--- config.mk ---
export PLATFORM = sky130hd
export DESIGN_NAME = ccs_top
export DESIGN_NICKNAME = d
export VERILOG_FILES = /design/src/ccs_pkg.sv /design/src/ccs_timebase.sv /design/src/ccs_channel.sv /design/src/ccs_top.sv
export SDC_FILE = /design/constraint.sdc
export NUM_CORES = 1
export LEC_CHECK = 0
export ABC_AREA = 1
export BUFFER_PORTS_ARGS = -buffer_cell sky130_fd_sc_hd__buf_2
export CORE_ASPECT_RATIO = 1.2
export CORE_MARGIN = 3
export CORE_UTILIZATION = 40
export CTS_CLUSTER_SIZE = 25
export DETAILED_ROUTE_END_ITERATION = 8
export PLACE_DENSITY = 0.62
export SYNTH_ARGS = -nofsm -noshare
export SYNTH_HDL_FRONTEND = slang
export SYNTH_SLANG_ARGS = --single-unit
export TNS_END_PERCENT = 1
--- constraint.sdc ---
create_clock -name aclk -period 3.3 [get_ports aclk]
set_input_delay 0 -clock aclk [delete_from_list [all_inputs] [get_ports aclk]]
set_output_delay 0 -clock aclk [all_outputs]
set_load 0.05 [all_outputs]
--- src/ccs_pkg.sv ---
// Constants, field layouts and carrier types for the coil circuit supervisor
package ccs_pkg;
    localparam int NUM_COILS = 6;
    localparam int BASE_COILS = 3;
    localparam int NUM_INPUTS = 22;
    localparam int DLY_W = 13;
    localparam int ADDR_W = 8;
    localparam int DIV_W = 18;
    localparam int SLOT_W = 7;
    localparam int PCNT_W = 16;

    // Timing: the delay setting counts in 10 ms steps
    localparam int CLK_PERIOD_NS = 40;
    localparam int TICK_MS = 10;
    localparam int PULSE_MS = 100;
    localparam int PERIOD_MS = 1000;
    localparam int TICK_CYCLES_DEF = TICK_MS * 1000000 / CLK_PERIOD_NS;
    localparam int PULSE_TICKS = PULSE_MS / TICK_MS;
    localparam int PERIOD_TICKS = PERIOD_MS / TICK_MS;

    // Mode encoding of a coil
    localparam logic [1:0] MODE_NONE = 2'h0;
    localparam logic [1:0] MODE_ONE = 2'h1;
    localparam logic [1:0] MODE_TWO = 2'h2;
    localparam logic [DLY_W-1:0] DLY_RST = 13'h0014;

    // Input pairs, zero based: bit k of the input vector is input k+1
    localparam int PAIR_A [NUM_COILS] = '{2, 5, 8, 16, 18, 20};
    localparam int PAIR_B [NUM_COILS] = '{3, 6, 9, 17, 19, 21};

    // Register map
    localparam logic [ADDR_W-1:0] REG_STATUS = 8'h00;
    localparam logic [ADDR_W-1:0] REG_EVENT = 8'h04;
    localparam logic [ADDR_W-1:0] REG_INPUTS = 8'h08;
    localparam logic [ADDR_W-1:0] REG_PCOUNT = 8'h0c;
    localparam logic [ADDR_W-1:0] REG_CFG0 = 8'h10;
    localparam int CFG_MODE_LSB = 0;
    localparam int CFG_DLY_LSB = 8;
    localparam int ST_DISC_LSB = 8;
    localparam int ST_PULSE_BIT = 16;
    localparam int ST_MODEL_BIT = 17;
    localparam logic [1:0] RESP_OKAY = 2'h0;
    localparam logic [1:0] RESP_SLVERR = 2'h2;

    typedef struct packed {
        logic [DLY_W-1:0] delay;
        logic [1:0] mode;
    } ccs_cfg_t;

    localparam ccs_cfg_t CFG_RST = '{delay: DLY_RST, mode: MODE_NONE};

    typedef struct packed {
        logic tick;
        logic pulse;
        logic sample;
    } ccs_time_t;
endpackage

--- src/ccs_timebase.sv ---
// Tick, test pulse window and sample strobe generator
`timescale 1ns/1ps
`default_nettype none
module ccs_timebase #(
    parameter int TICK_CYCLES = ccs_pkg::TICK_CYCLES_DEF
) (
    input wire logic aclk,
    input wire logic aresetn,
    output ccs_pkg::ccs_time_t tb
);
    import ccs_pkg::*;

    typedef struct packed {
        logic [DIV_W-1:0] div;
        logic [SLOT_W-1:0] slot;
        ccs_time_t tb;
    } ccs_tb_state_t;

    ccs_tb_state_t s_r;
    ccs_tb_state_t s_nxt;

    always_comb begin
        s_nxt = s_r;
        s_nxt.tb.tick = 1'b0;
        s_nxt.tb.sample = 1'b0;
        if (s_r.div == DIV_W'(TICK_CYCLES - 1)) begin
            s_nxt.div = '0;
            s_nxt.tb.tick = 1'b1;
            if (s_r.slot == SLOT_W'(PERIOD_TICKS - 1)) begin
                s_nxt.slot = '0;
            end else begin
                s_nxt.slot = s_r.slot + 1'b1;
            end
            // 100 ms of every second, inputs judged inside the window
            s_nxt.tb.pulse = s_nxt.slot < SLOT_W'(PULSE_TICKS);
            s_nxt.tb.sample = s_nxt.slot == SLOT_W'(PULSE_TICKS - 1);
        end else begin
            s_nxt.div = s_r.div + 1'b1;
        end
    end

    always_ff @(posedge aclk) begin
        if (!aresetn) begin
            s_r <= '0;
            s_r.tb.pulse <= 1'b1;
        end else begin
            s_r <= s_nxt;
        end
    end

    assign tb = s_r.tb;
endmodule
`default_nettype wire

--- src/ccs_channel.sv ---
// One coil supervision channel: continuity check, delay timer, failure flag
`timescale 1ns/1ps
`default_nettype none
module ccs_channel (
    input wire logic aclk,
    input wire logic aresetn,
    input wire ccs_pkg::ccs_time_t tb,
    input wire ccs_pkg::ccs_cfg_t cfg,
    input wire logic in_a,
    input wire logic in_b,
    output logic disc,
    output logic fail,
    output logic evt
);
    import ccs_pkg::*;

    typedef struct packed {
        logic disc;
        logic [DLY_W-1:0] cnt;
        logic fail;
        logic evt;
    } ccs_ch_state_t;

    ccs_ch_state_t s_r;
    ccs_ch_state_t s_nxt;
    logic ok;

    always_comb begin
        s_nxt = s_r;
        // Two-state: XOR; supply loss drops both inputs and fails here
        ok = (cfg.mode == MODE_TWO) ? (in_a ^ in_b) : in_a;
        if (cfg.mode != MODE_ONE && cfg.mode != MODE_TWO) begin
            s_nxt.disc = 1'b0;
            s_nxt.cnt = '0;
            s_nxt.fail = 1'b0;
        end else if (tb.sample) begin
            if (ok) begin
                s_nxt.disc = 1'b0;
                s_nxt.cnt = '0;
                s_nxt.fail = 1'b0;
            end else begin
                s_nxt.disc = 1'b1;
            end
        end else if (tb.tick && s_r.disc) begin
            // A discordance seen at one sample keeps counting until the next, so it reaches any delay of 99 ticks or less
            if (s_r.cnt != '1) begin
                s_nxt.cnt = s_r.cnt + 1'b1;
            end
            if (s_nxt.cnt >= cfg.delay) begin
                s_nxt.fail = 1'b1;
            end
        end
        s_nxt.evt = s_nxt.fail != s_r.fail;
    end

    always_ff @(posedge aclk) begin
        if (!aresetn) begin
            s_r <= '0;
        end else begin
            s_r <= s_nxt;
        end
    end

    assign disc = s_r.disc;
    assign fail = s_r.fail;
    assign evt = s_r.evt;
endmodule
`default_nettype wire

--- src/ccs_top.sv ---
// Coil circuit supervisor top: AXI4-Lite registers, channels, plain inputs
`timescale 1ns/1ps
`default_nettype none
module ccs_top #(
    parameter int TICK_CYCLES = ccs_pkg::TICK_CYCLES_DEF
) (
    input wire logic aclk,
    input wire logic aresetn,
    input wire logic model_six,
    input wire logic [ccs_pkg::NUM_INPUTS-1:0] status_in,
    input wire logic [ccs_pkg::ADDR_W-1:0] s_axi_awaddr,
    input wire logic s_axi_awvalid,
    output logic s_axi_awready,
    input wire logic [31:0] s_axi_wdata,
    input wire logic [3:0] s_axi_wstrb,
    input wire logic s_axi_wvalid,
    output logic s_axi_wready,
    output logic [1:0] s_axi_bresp,
    output logic s_axi_bvalid,
    input wire logic s_axi_bready,
    input wire logic [ccs_pkg::ADDR_W-1:0] s_axi_araddr,
    input wire logic s_axi_arvalid,
    output logic s_axi_arready,
    output logic [31:0] s_axi_rdata,
    output logic [1:0] s_axi_rresp,
    output logic s_axi_rvalid,
    input wire logic s_axi_rready,
    output logic [ccs_pkg::NUM_COILS-1:0] coil_circuit_failure_flag,
    output logic [ccs_pkg::NUM_COILS-1:0] coil_event,
    output logic test_pulse,
    output logic [ccs_pkg::NUM_INPUTS-1:0] status_plain
);
    import ccs_pkg::*;

    // Bus handshake state, coil settings, sticky events and the variant strap
    typedef struct packed {
        logic aw_held;
        logic [ADDR_W-1:0] aw_addr;
        logic w_held;
        logic [31:0] w_data;
        logic [3:0] w_strb;
        logic bvalid;
        logic [1:0] bresp;
        logic rvalid;
        logic [31:0] rdata;
        logic [1:0] rresp;
        ccs_cfg_t [NUM_COILS-1:0] cfg;
        logic [NUM_COILS-1:0] evt;
        logic [PCNT_W-1:0] pcount;
        logic model;
        logic model_done;
        logic [NUM_INPUTS-1:0] plain;
    } ccs_top_state_t;

    ccs_top_state_t s_r;
    ccs_top_state_t s_nxt;

    ccs_time_t tb;
    ccs_cfg_t [NUM_COILS-1:0] eff_cfg;
    logic [NUM_COILS-1:0] ch_disc;
    logic [NUM_COILS-1:0] ch_fail;
    logic [NUM_COILS-1:0] ch_evt;
    logic [NUM_INPUTS-1:0] sup_mask;

    // Byte-lane merge of a write into an existing word
    function automatic logic [31:0] wmerge(input logic [31:0] old, input logic [31:0] data,
                                           input logic [3:0] strb);
        logic [31:0] res;
        res = old;
        for (int b = 0; b < 4; b++) begin
            if (strb[b]) begin
                res[b*8 +: 8] = data[b*8 +: 8];
            end
        end
        return res;
    endfunction

    // Packs one coil's settings into its register layout
    function automatic logic [31:0] cfg_word(input ccs_cfg_t c);
        logic [31:0] w;
        w = '0;
        w[CFG_MODE_LSB +: 2] = c.mode;
        w[CFG_DLY_LSB +: DLY_W] = c.delay;
        return w;
    endfunction

    // Unpacks a register word; bits outside the fields are dropped
    function automatic ccs_cfg_t word_cfg(input logic [31:0] w);
        ccs_cfg_t c;
        c.mode = w[CFG_MODE_LSB +: 2];
        c.delay = w[CFG_DLY_LSB +: DLY_W];
        return c;
    endfunction

    // Configuration register index, or NUM_COILS when the address is not one
    function automatic int cfg_index(input logic [ADDR_W-1:0] a);
        int idx;
        idx = NUM_COILS;
        for (int i = 0; i < NUM_COILS; i++) begin
            if (a == REG_CFG0 + ADDR_W'(4 * i)) begin
                idx = i;
            end
        end
        return idx;
    endfunction

    // Modes 0 and 3 both mean no supervision
    function automatic logic mode_on(input logic [1:0] m);
        return m == MODE_ONE || m == MODE_TWO;
    endfunction

    // Registers that answer OKAY but ignore write data
    function automatic logic ro_reg(input logic [ADDR_W-1:0] a);
        return a == REG_STATUS || a == REG_INPUTS || a == REG_PCOUNT;
    endfunction

    // One shared timebase keeps every channel judging in the same window
    ccs_timebase #(
        .TICK_CYCLES(TICK_CYCLES)
    ) u_timebase (
        .aclk(aclk),
        .aresetn(aresetn),
        .tb(tb)
    );

    // Coils above the base set exist only on the six-coil variant
    always_comb begin
        for (int i = 0; i < NUM_COILS; i++) begin
            eff_cfg[i] = s_r.cfg[i];
            if (i >= BASE_COILS && !s_r.model) begin
                eff_cfg[i].mode = MODE_NONE;
            end
        end
    end

    // Each channel owns its state, settings and input pair
    for (genvar g = 0; g < NUM_COILS; g++) begin : g_ch
        ccs_channel u_ch (
            .aclk(aclk),
            .aresetn(aresetn),
            .tb(tb),
            .cfg(eff_cfg[g]),
            .in_a(status_in[PAIR_A[g]]),
            .in_b(status_in[PAIR_B[g]]),
            .disc(ch_disc[g]),
            .fail(ch_fail[g]),
            .evt(ch_evt[g])
        );
    end

    // Inputs claimed by supervision are hidden from the plain status view
    always_comb begin
        sup_mask = '0;
        for (int i = 0; i < NUM_COILS; i++) begin
            if (mode_on(eff_cfg[i].mode)) begin
                sup_mask[PAIR_A[i]] = 1'b1;
            end
            if (eff_cfg[i].mode == MODE_TWO) begin
                sup_mask[PAIR_B[i]] = 1'b1;
            end
        end
    end

    always_comb begin
        int wi;
        int ri;
        s_nxt = s_r;
        wi = cfg_index(s_r.aw_addr);
        ri = cfg_index(s_axi_araddr);

        // Variant strap is taken once, on the first edge after reset
        if (!s_r.model_done) begin
            s_nxt.model = model_six;
            s_nxt.model_done = 1'b1;
        end

        // Plain view lags status_in by one cycle, like every other register
        s_nxt.plain = status_in & ~sup_mask;

        // Counts sample strobes so software can see the pulse running
        if (tb.sample) begin
            s_nxt.pcount = s_r.pcount + 1'b1;
        end

        // Sticky change events; a new event beats a clear in the same cycle
        s_nxt.evt = s_r.evt | ch_evt;

        // Address and data are parked until both halves have arrived
        if (s_axi_awvalid && s_axi_awready) begin
            s_nxt.aw_held = 1'b1;
            s_nxt.aw_addr = s_axi_awaddr;
        end
        if (s_axi_wvalid && s_axi_wready) begin
            s_nxt.w_held = 1'b1;
            s_nxt.w_data = s_axi_wdata;
            s_nxt.w_strb = s_axi_wstrb;
        end


        // Commit one cycle after the later half; the answer waits in bvalid
        if (s_r.aw_held && s_r.w_held) begin
            s_nxt.aw_held = 1'b0;
            s_nxt.w_held = 1'b0;
            s_nxt.bvalid = 1'b1;
            s_nxt.bresp = RESP_OKAY;
            if (wi < NUM_COILS) begin
                s_nxt.cfg[wi] = word_cfg(wmerge(cfg_word(s_r.cfg[wi]), s_r.w_data,
                                                s_r.w_strb));
            end else if (s_r.aw_addr == REG_EVENT) begin
                if (s_r.w_strb[0]) begin
                    s_nxt.evt = (s_r.evt & ~s_r.w_data[NUM_COILS-1:0]) | ch_evt;
                end
            end else if (!ro_reg(s_r.aw_addr)) begin
                s_nxt.bresp = RESP_SLVERR;
            end
        end else if (s_r.bvalid && s_axi_bready) begin
            s_nxt.bvalid = 1'b0;
        end


        // Read word is frozen at the address edge, so a slow rready sees no change
        if (s_axi_arvalid && s_axi_arready) begin
            s_nxt.rvalid = 1'b1;
            s_nxt.rresp = RESP_OKAY;
            s_nxt.rdata = '0;
            if (ri < NUM_COILS) begin
                s_nxt.rdata = cfg_word(s_r.cfg[ri]);
            end else begin
                unique case (s_axi_araddr)
                    REG_STATUS: begin
                        s_nxt.rdata[NUM_COILS-1:0] = ch_fail;
                        s_nxt.rdata[ST_DISC_LSB +: NUM_COILS] = ch_disc;
                        s_nxt.rdata[ST_PULSE_BIT] = tb.pulse;
                        s_nxt.rdata[ST_MODEL_BIT] = s_r.model;
                    end
                    REG_EVENT: begin
                        s_nxt.rdata[NUM_COILS-1:0] = s_r.evt;
                    end
                    REG_INPUTS: begin
                        s_nxt.rdata[NUM_INPUTS-1:0] = status_in;
                    end
                    REG_PCOUNT: begin
                        s_nxt.rdata[PCNT_W-1:0] = s_r.pcount;
                    end
                    default: begin
                        s_nxt.rresp = RESP_SLVERR;
                    end
                endcase
            end
        end else if (s_r.rvalid && s_axi_rready) begin
            s_nxt.rvalid = 1'b0;
        end
    end

    always_ff @(posedge aclk) begin
        if (!aresetn) begin
            s_r <= '0;
            // Settings start as mode none with a 0.2 s delay
            s_r.cfg <= {NUM_COILS{CFG_RST}};
        end else begin
            s_r <= s_nxt;
        end
    end

    // One write and one read in flight; new requests wait for the answer
    assign s_axi_awready = !s_r.aw_held && !s_r.bvalid;
    assign s_axi_wready = !s_r.w_held && !s_r.bvalid;
    assign s_axi_arready = !s_r.rvalid;

    // Responses come straight from the state register
    assign s_axi_bvalid = s_r.bvalid;
    assign s_axi_bresp = s_r.bresp;
    assign s_axi_rvalid = s_r.rvalid;
    assign s_axi_rdata = s_r.rdata;
    assign s_axi_rresp = s_r.rresp;

    // Flags and events leave from the channel flops, not from the read path
    assign coil_circuit_failure_flag = ch_fail;
    assign coil_event = ch_evt;
    // Injection window for the drive stage that sits outside this block
    assign test_pulse = tb.pulse;
    assign status_plain = s_r.plain;
endmodule
`default_nettype wire

==> run_results.csv, run 1 <==
group,metric,value,unit
die,start_util,40.9,%
clock_tree,clkSinkCount,318,
sta,final-setup-viol-count,0,
synthesis,synth.distinct_cells,48,
global_routing,grt_usage,24.1,%
synthesis,syn_inst,2772,
setup_path,reg2reg_depth,20,
setup_path,crit_type,"flop to flop",
synthesis,synth_xor_area_share,2.35,%
die,die-width,205,µm
power,power.leakage,9.26,nW
synthesis,synth-simple-area-share,27.5,%
sta,slew_headroom,41.8,%
synthesis,avgSynthCellArea,6.85,µm²
detailed_routing,dr.pass1.iters,6,
hold_path,hold_depth,4,
final_layout,multiInputGateArea,10300,µm²
final_layout,utilization,46.3,%
setup_path,crit_path_start_kind,"flop",
detailed_routing,vias,18600,
die,die_h,245,µm
detailed_routing,drc,0,
final_layout,area_growth,13.0,%
synthesis,synth_top_family_by_area,"simple AND/OR/NAND/NOR gates",
power,p_clk_share,47.5,%
power,swShare,26.4,%
clock_tree,clkTransAtPathRegs,0.06,ns
clock_tree,cts_tree,"yes",
placement,place_congestion,0.947,
global_routing,grt_use_met2,41.2,%
power,p_comb_share,8.9,%
final_layout,final_common_cell,"nand2_1",
final_layout,fin_nets,3040,
clock_tree,clock_latency,0.57,ns
flow_run,drv_cap,0,
detailed_routing,avgViaCountPerCell,5.31,
synthesis,synth_edf_count,0,
power,p_sw,2.40,mW
setup_path,path_max_fanout,6,
setup_path,crit_arrival,3.48,ns
final_layout,nFillCells,4620,
sta,tns,0,ns
die,core,46400,µm²
clock_tree,htree_levels,2,
clock_tree,cts_buffers,38,
setup_path,crit_required,3.77,ns
final_layout,regArea,6370,µm²
synthesis,yosysWarnings,0,
global_routing,grt_start_max_net_pins,94,
synthesis,syn_area,19000,µm²
sta,finalCriticalPeriod,3.02,ns
power,ir_drop,0.310,mV
setup_path,cp-end-kind,"flop",
global_routing,grt_pass1_wl,95.7,mm
global_routing,grt_pass1_vias,17400,
synthesis,synthMuxAreaShare,0.0527,%
detailed_routing,finalWirelength,62.1,mm
sta,worst_slew_pin_slew,0.872,ns
sta,timing.final.hold_violations,0,
synthesis,ys_ff_latch,318,
global_routing,antenna_found_initial,0,
global_routing,top_usage_layer,"met2",
power,pwr-share-seq,43.6,%
die,rows,86,
final_layout,drive_above_1_share,12.3,%
die,dieArea,50100,µm²
clock_tree,ctsLongestPathBuffers,3,
clock_tree,cts_root_buffer,"clkbuf_16",
sta,fin_skew,0.0295,ns
power,pwr_density_cell,423,nW/µm²
power,internal-power,6.69,mW
placement,io_buffers,131,
synthesis,synth_fa_ha_area_share,6.19,%
synthesis,ys_seq_area_share,33.5,%
final_layout,most-common-layout-cells,"593 x nand2_1, 330 x inv_1, 318 x dfxtp_1, 278 x a21oi_1, 212 x nor2_1",
sta,slew_violations,0,
sta,rsz0062_at_grt,"no",
sta,fmaxAchievable,0.332,GHz
final_layout,insertedDiodeCount,0,
placement,dp.final_hpwl,46.9,mm
sta,final.period_utilization,91.4,%
global_routing,use_met3,3.42,%
synthesis,synth_compound_area_share,18.0,%
detailed_routing,ant_nets,0,
global_routing,use_met1,30.0,%
detailed_routing,drt-initial-drc-count,1652,
global_routing,grt-ovfl-total,0,
synthesis,async_flop_share,0,%
synthesis,ys.flop_type,"dfxtp_1",
die,ios,158,
hold_path,hold_class,"input port to flop",
clock_tree,cts_setup_buffers,0,
detailed_routing,post_drt_wl_per_cell,17.7,µm
status,outcome,"completed",
sta,hold_ws,0.0245,ns
registers in the layout (all words and copies together), names as in the netlist, 3 cells and up:
signal,count
eff_cfg,84
g_ch.u_ch.fail,6
status_plain,22
s_r,62
u_timebase.tb,3
g_ch.u_ch.disc,6
u_timebase.s_r,25
g_ch.u_ch.evt,6
s_axi_rdata,22
g_ch.u_ch.s_r,78
final cells by class:
type	instances	area share [%]
Clock buffer	52	5.05
Clock inverter	16	0.880
Inverter	350	6.13
Multi-Input combinational cell	1944	48.1
Sequential cell	318	29.7
Tap cell	616	3.59
Timing Repair Buffer	212	6.62
synth_stat cells, types with 18 or more instances:
cell / number / area share (%)
buf_4: 83 / 3.3
buf_2: 27 / 0.71
nor2_1: 212 / 4.2
nor3_1: 40 / 1.1
nand2_1: 594 / 12
dfxtp_1: 318 / 34
nand3_1: 193 / 5.1
a21oi_2: 48 / 2.2
a21oi_1: 278 / 7.3
clkbuf_1: 50 / 0.99
nand4_1: 55 / 1.8
o21ai_0: 203 / 5.4
ha_1: 94 / 6.2
xor2_1: 43 / 2.0
inv_2: 18 / 0.36
inv_1: 330 / 6.5
kinds of logic after synthesis:
kind of cell / Yosys count
simple gates: 1174
compound gates: 612
buf+inv: 521
flops: 318
fa+ha+maj: 94
xor+xnor: 51
other cells: 1
mux: 1
power by group through the flow:
stage               sequential [mW]  combinational [mW]  clock (mW)
detailed placement             4.05               0.740           0
floorplan                      4.03               0.558           0
global placement               4.05               0.733           0
global route                   3.97               0.861        4.54
CTS                            3.96               0.797        4.40
finish                         3.96               0.807        4.31
metal layers:
metal / share of wire, % / vias up / routed length, µm
li1: - / 9229 / -
met1: 42 / 8591 / 26100
met2: 47 / 657 / 29500
met3: 5.7 / 149 / 3550
met4: 4.7 / 0 / 2940
met5: 0 / - / 0
stage by stage:
step                power [mW]  cells  cell area (µm²)  setup slack (ns)
CTS                       9.16   3508            21500             0.282
finish                    9.08   3508            21500             0.284
global route              9.37   3508            21500            0.0545
detailed placement        4.79   3378            19600             0.281
floorplan                 4.59   2783            19000             0.718
global placement          4.78   3378            19600             0.295
worst max-delay path, stage by stage (launching register included):
cell and delay, ns:
dfxtp_1 0.43, ha_1 0.26, nand2_1 0.13, nor3_4 0.21, nand3_1 0.18, nor3_2 0.22, inv_2 0.06, o21ai_0 0.24
inv_1 0.10, ha_1 0.30, nand2_1 0.06, nor2_1 0.09, nand2_1 0.06, nand3_1 0.08, nand2_1 0.05, nand3_1 0.08
nand2_1 0.07, nand2_1 0.10, nand3_1 0.07, nand2_1 0.07, nor2_1 0.05
path summary, 6_finish.rpt:
kind / slack, ns / start / end
min reg2reg: 0.43 / s_r[22]$_SDFF_PN0_ / s_r[23]$_SDFFE_PN0N_
max: 0.28 / g_ch[3].u_ch.s_r[2]$_SDFFE_PP0P_ / g_ch[3].u_ch.evt$_SDFF_PN0_
min: 0.02 / s_axi_wvalid / s_r[186]$_SDFFE_PN0P_
max reg2reg: 0.28 / g_ch[3].u_ch.s_r[2]$_SDFFE_PP0P_ / g_ch[3].u_ch.evt$_SDFF_PN0_
repair_timing:
| action | in CTS | in global routing |
|---|---|---|
| resized for setup | 0 | 1 |
| endpoints found under the setup margin | 0 | 1 |
| hold endpoints to repair | 80 | 0 |
| hold buffers | 62 | 0 |
Note: power is estimated with default switching activity, not from simulation.
==> inputs of run 2 (changes only) <==
Clock period 3.3 ns to 2.9 ns, I/O delays scaled along.
==> run 2 against run 1 <==
Wire length is 2.9% higher. Final cell count is 1.3% higher. Critical path depth unchanged. Clock power rose by 13%. First-iteration DRC count increased by 12%.
==> run_results.csv, run 2 (synthesis results as in run 1) <==
group,metric,value,unit
placement,io_buffers,131,
detailed_routing,avgViaCountPerCell,5.37,
sta,worst_slew_pin_slew,0.802,ns
clock_tree,clkSinkCount,318,
setup_path,r2r_setup_slack,0.24,ns
die,ios,158,
power,ir_drop,0.368,mV
die,die_h,245,µm
global_routing,grt_usage,24.8,%
hold_path,hold_class,"input port to flop",
power,p_sw,2.76,mW
final_layout,fin_area,22000,µm²
clock_tree,ctsLongestPathBuffers,3,
power,pwr-share-seq,43.7,%
die,dieArea,50100,µm²
clock_tree,cts_tree,"yes",
setup_path,critPathBufInv,2,
final_layout,fin_nets,3085,
setup_path,crit_arrival,3.13,ns
placement,place_ws,0.0534,ns
sta,final.period_utilization,91.8,%
power,p_clk_share,47.1,%
detailed_routing,post_drt_wl_per_cell,18.0,µm
status,outcome,"completed",
placement,place_congestion,0.978,
clock_tree,cts_buffers,38,
global_routing,grt_pass1_wl,98.6,mm
sta,finalCriticalPeriod,2.66,ns
power,pwr_density_cell,471,nW/µm²
setup_path,crit_type,"flop to flop",
sta,hold_ws,0.0343,ns
clock_tree,clock_latency,0.58,ns
detailed_routing,dr.pass1.iters,6,
sta,fin_skew,0.0255,ns
die,start_util,40.9,%
placement,post-place-cells,3394,
clock_tree,cts_root_buffer,"clkbuf_16",
setup_path,cpMaxStageDelayCell,"dfxtp_1",
placement,placed_area,19700,µm²
final_layout,area_growth,15.6,%
detailed_routing,vias,19100,
setup_path,critPathMostFrequentCell,"nand2_1",
setup_path,crit_family,"simple AND/OR/NAND/NOR gates",
setup_path,critPathMaxStageDelay,0.34,ns
setup_path,crit_path_start_kind,"flop",
sta,slew_violations,0,
global_routing,antenna_found_initial,0,
power,total_power,10.3,mW
final_layout,most-common-layout-cells,"590 x nand2_1, 330 x inv_1, 316 x dfxtp_1, 278 x a21oi_1, 208 x nor2_1",
global_routing,grt_start_max_net_pins,116,
flow_run,drv_cap,0,
detailed_routing,finalWirelength,63.9,mm
sta,setup_slack,0.239,ns
final_layout,largest_reg_flops,84,
sta,final-setup-viol-count,0,
final_layout,drive_above_1_share,13.4,%
global_routing,grt-ovfl-total,0,
sta,timing.final.hold_violations,0,
detailed_routing,ant_nets,0,
power,p_comb_share,9.3,%
setup_path,path_max_fanout,3,
die,core,46400,µm²
final_layout,insertedDiodeCount,0,
sta,fmaxAchievable,0.376,GHz
final_layout,final_common_cell,"nand2_1",
setup_path,cp-end-kind,"flop",
power,internal-power,7.57,mW
global_routing,grt_pass1_vias,18000,
sta,rsz0062_at_grt,"yes",
sta,tns,0,ns
power,power.leakage,9.48,nW
die,die-width,205,µm
final_layout,finalNonFillerCells,3552,
placement,dp.final_hpwl,47.7,mm
power,swShare,26.7,%
detailed_routing,drt-initial-drc-count,1852,
clock_tree,clkTransAtPathRegs,0.06,ns
final_layout,utilization,47.3,%
detailed_routing,drc,0,
setup_path,crit_chain,"ha_1 > nand2_1 > nor3_4 > nand3_2 > nor3_4 > inv_2 > o21ai_0 > inv_1 > ha_1 > nand2_1 > nor2_1 > nand2_1 > nand3_1 > nand2_1 > nand3_1 > nand2_1 > nand2_1 > nand3_1 > nand2_1 > nor2_1",
die,rows,86,
setup_path,crit_required,3.37,ns
sta,slew_headroom,46.4,%
clock_tree,htree_levels,2,
run 2: cell count changes in the layout (fill, tap and decap cells not counted), moves of 2 or more:
cell / before / now
dfxtp_1: 318 / 316
nand3_2: 11 / 13
clkinv_2: 8 / 5
nand2_1: 593 / 590
nor3_2: 2 / 4
nor3_1: 40 / 37
nor2_1: 212 / 208
nand3_1: 193 / 191
nor2_2: 6 / 10
nand2_4: 11 / 13
dlygate4sd3_1: 62 / 86
clkinvlp_4: 3 / 6
buf_4: 20 / 39
run 2: worst register-to-register path: stages, from the launching register on:
cell,delay (ns)
dfxtp_1,0.34
ha_1,0.17
nand2_1,0.11
nor3_4,0.19
nand3_2,0.15
nor3_4,0.19
inv_2,0.05
o21ai_0,0.21
inv_1,0.08
ha_1,0.29
nand2_1,0.06
nor2_1,0.09
nand2_1,0.05
nand3_1,0.08
nand2_1,0.05
nand3_1,0.08
nand2_1,0.07
nand2_1,0.10
nand3_1,0.07
nand2_1,0.08
nor2_1,0.04
run 2: area by class of cell:
type | count | area, µm²
multi-input cells | 1945 | 10400
clock inverters | 15 | 166
repair buffers | 256 | 1820
fillers | 4715 | 24400
well taps | 616 | 771
inverters | 350 | 1320
flip-flops and latches | 318 | 6370
clock buffers | 52 | 1090
run 2: power groups by stage:
stage / logic (mW) / registers, mW / clock network, mW
CTS: 0.943 / 4.51 / 4.97
global placement: 0.840 / 4.60 / 0
floorplan: 0.635 / 4.59 / 0
detailed placement: 0.847 / 4.61 / 0
global route: 1.02 / 4.52 / 5.13
finish: 0.958 / 4.51 / 4.87
run 2: path summary, 6_finish.rpt:
check	startpoint	endpoint	cells past startpoint
hold reg to reg	s_r[22]$_SDFF_PN0_	s_r[23]$_SDFFE_PN0N_	1
setup reg to reg	g_ch[3].u_ch.s_r[3]$_SDFFE_PP0P_	g_ch[3].u_ch.evt$_SDFF_PN0_	20
setup / recovery	g_ch[3].u_ch.s_r[3]$_SDFFE_PP0P_	g_ch[3].u_ch.evt$_SDFF_PN0_	20
hold / removal	s_axi_wvalid	s_r[187]$_SDFFE_PN0P_	4
run 2: what timing repair did:
| action | CTS | global route |
|---|---|---|
| buffers inserted | 0 | 4 |
| hold endpoints to repair | 77 | 0 |
| endpoints found under the setup margin | 0 | 8 |
| hold buffers | 86 | 0 |
| resized for setup | 0 | 24 |
run 2: metal layers:
metal,part of all wire [%],up-vias,GRT usage (%)
met5,0,-,0
met4,6.0,0,13.0
met3,6.3,176,3.52
met2,47,743,41.8
met1,41,8840,30.6
li1,-,9332,-
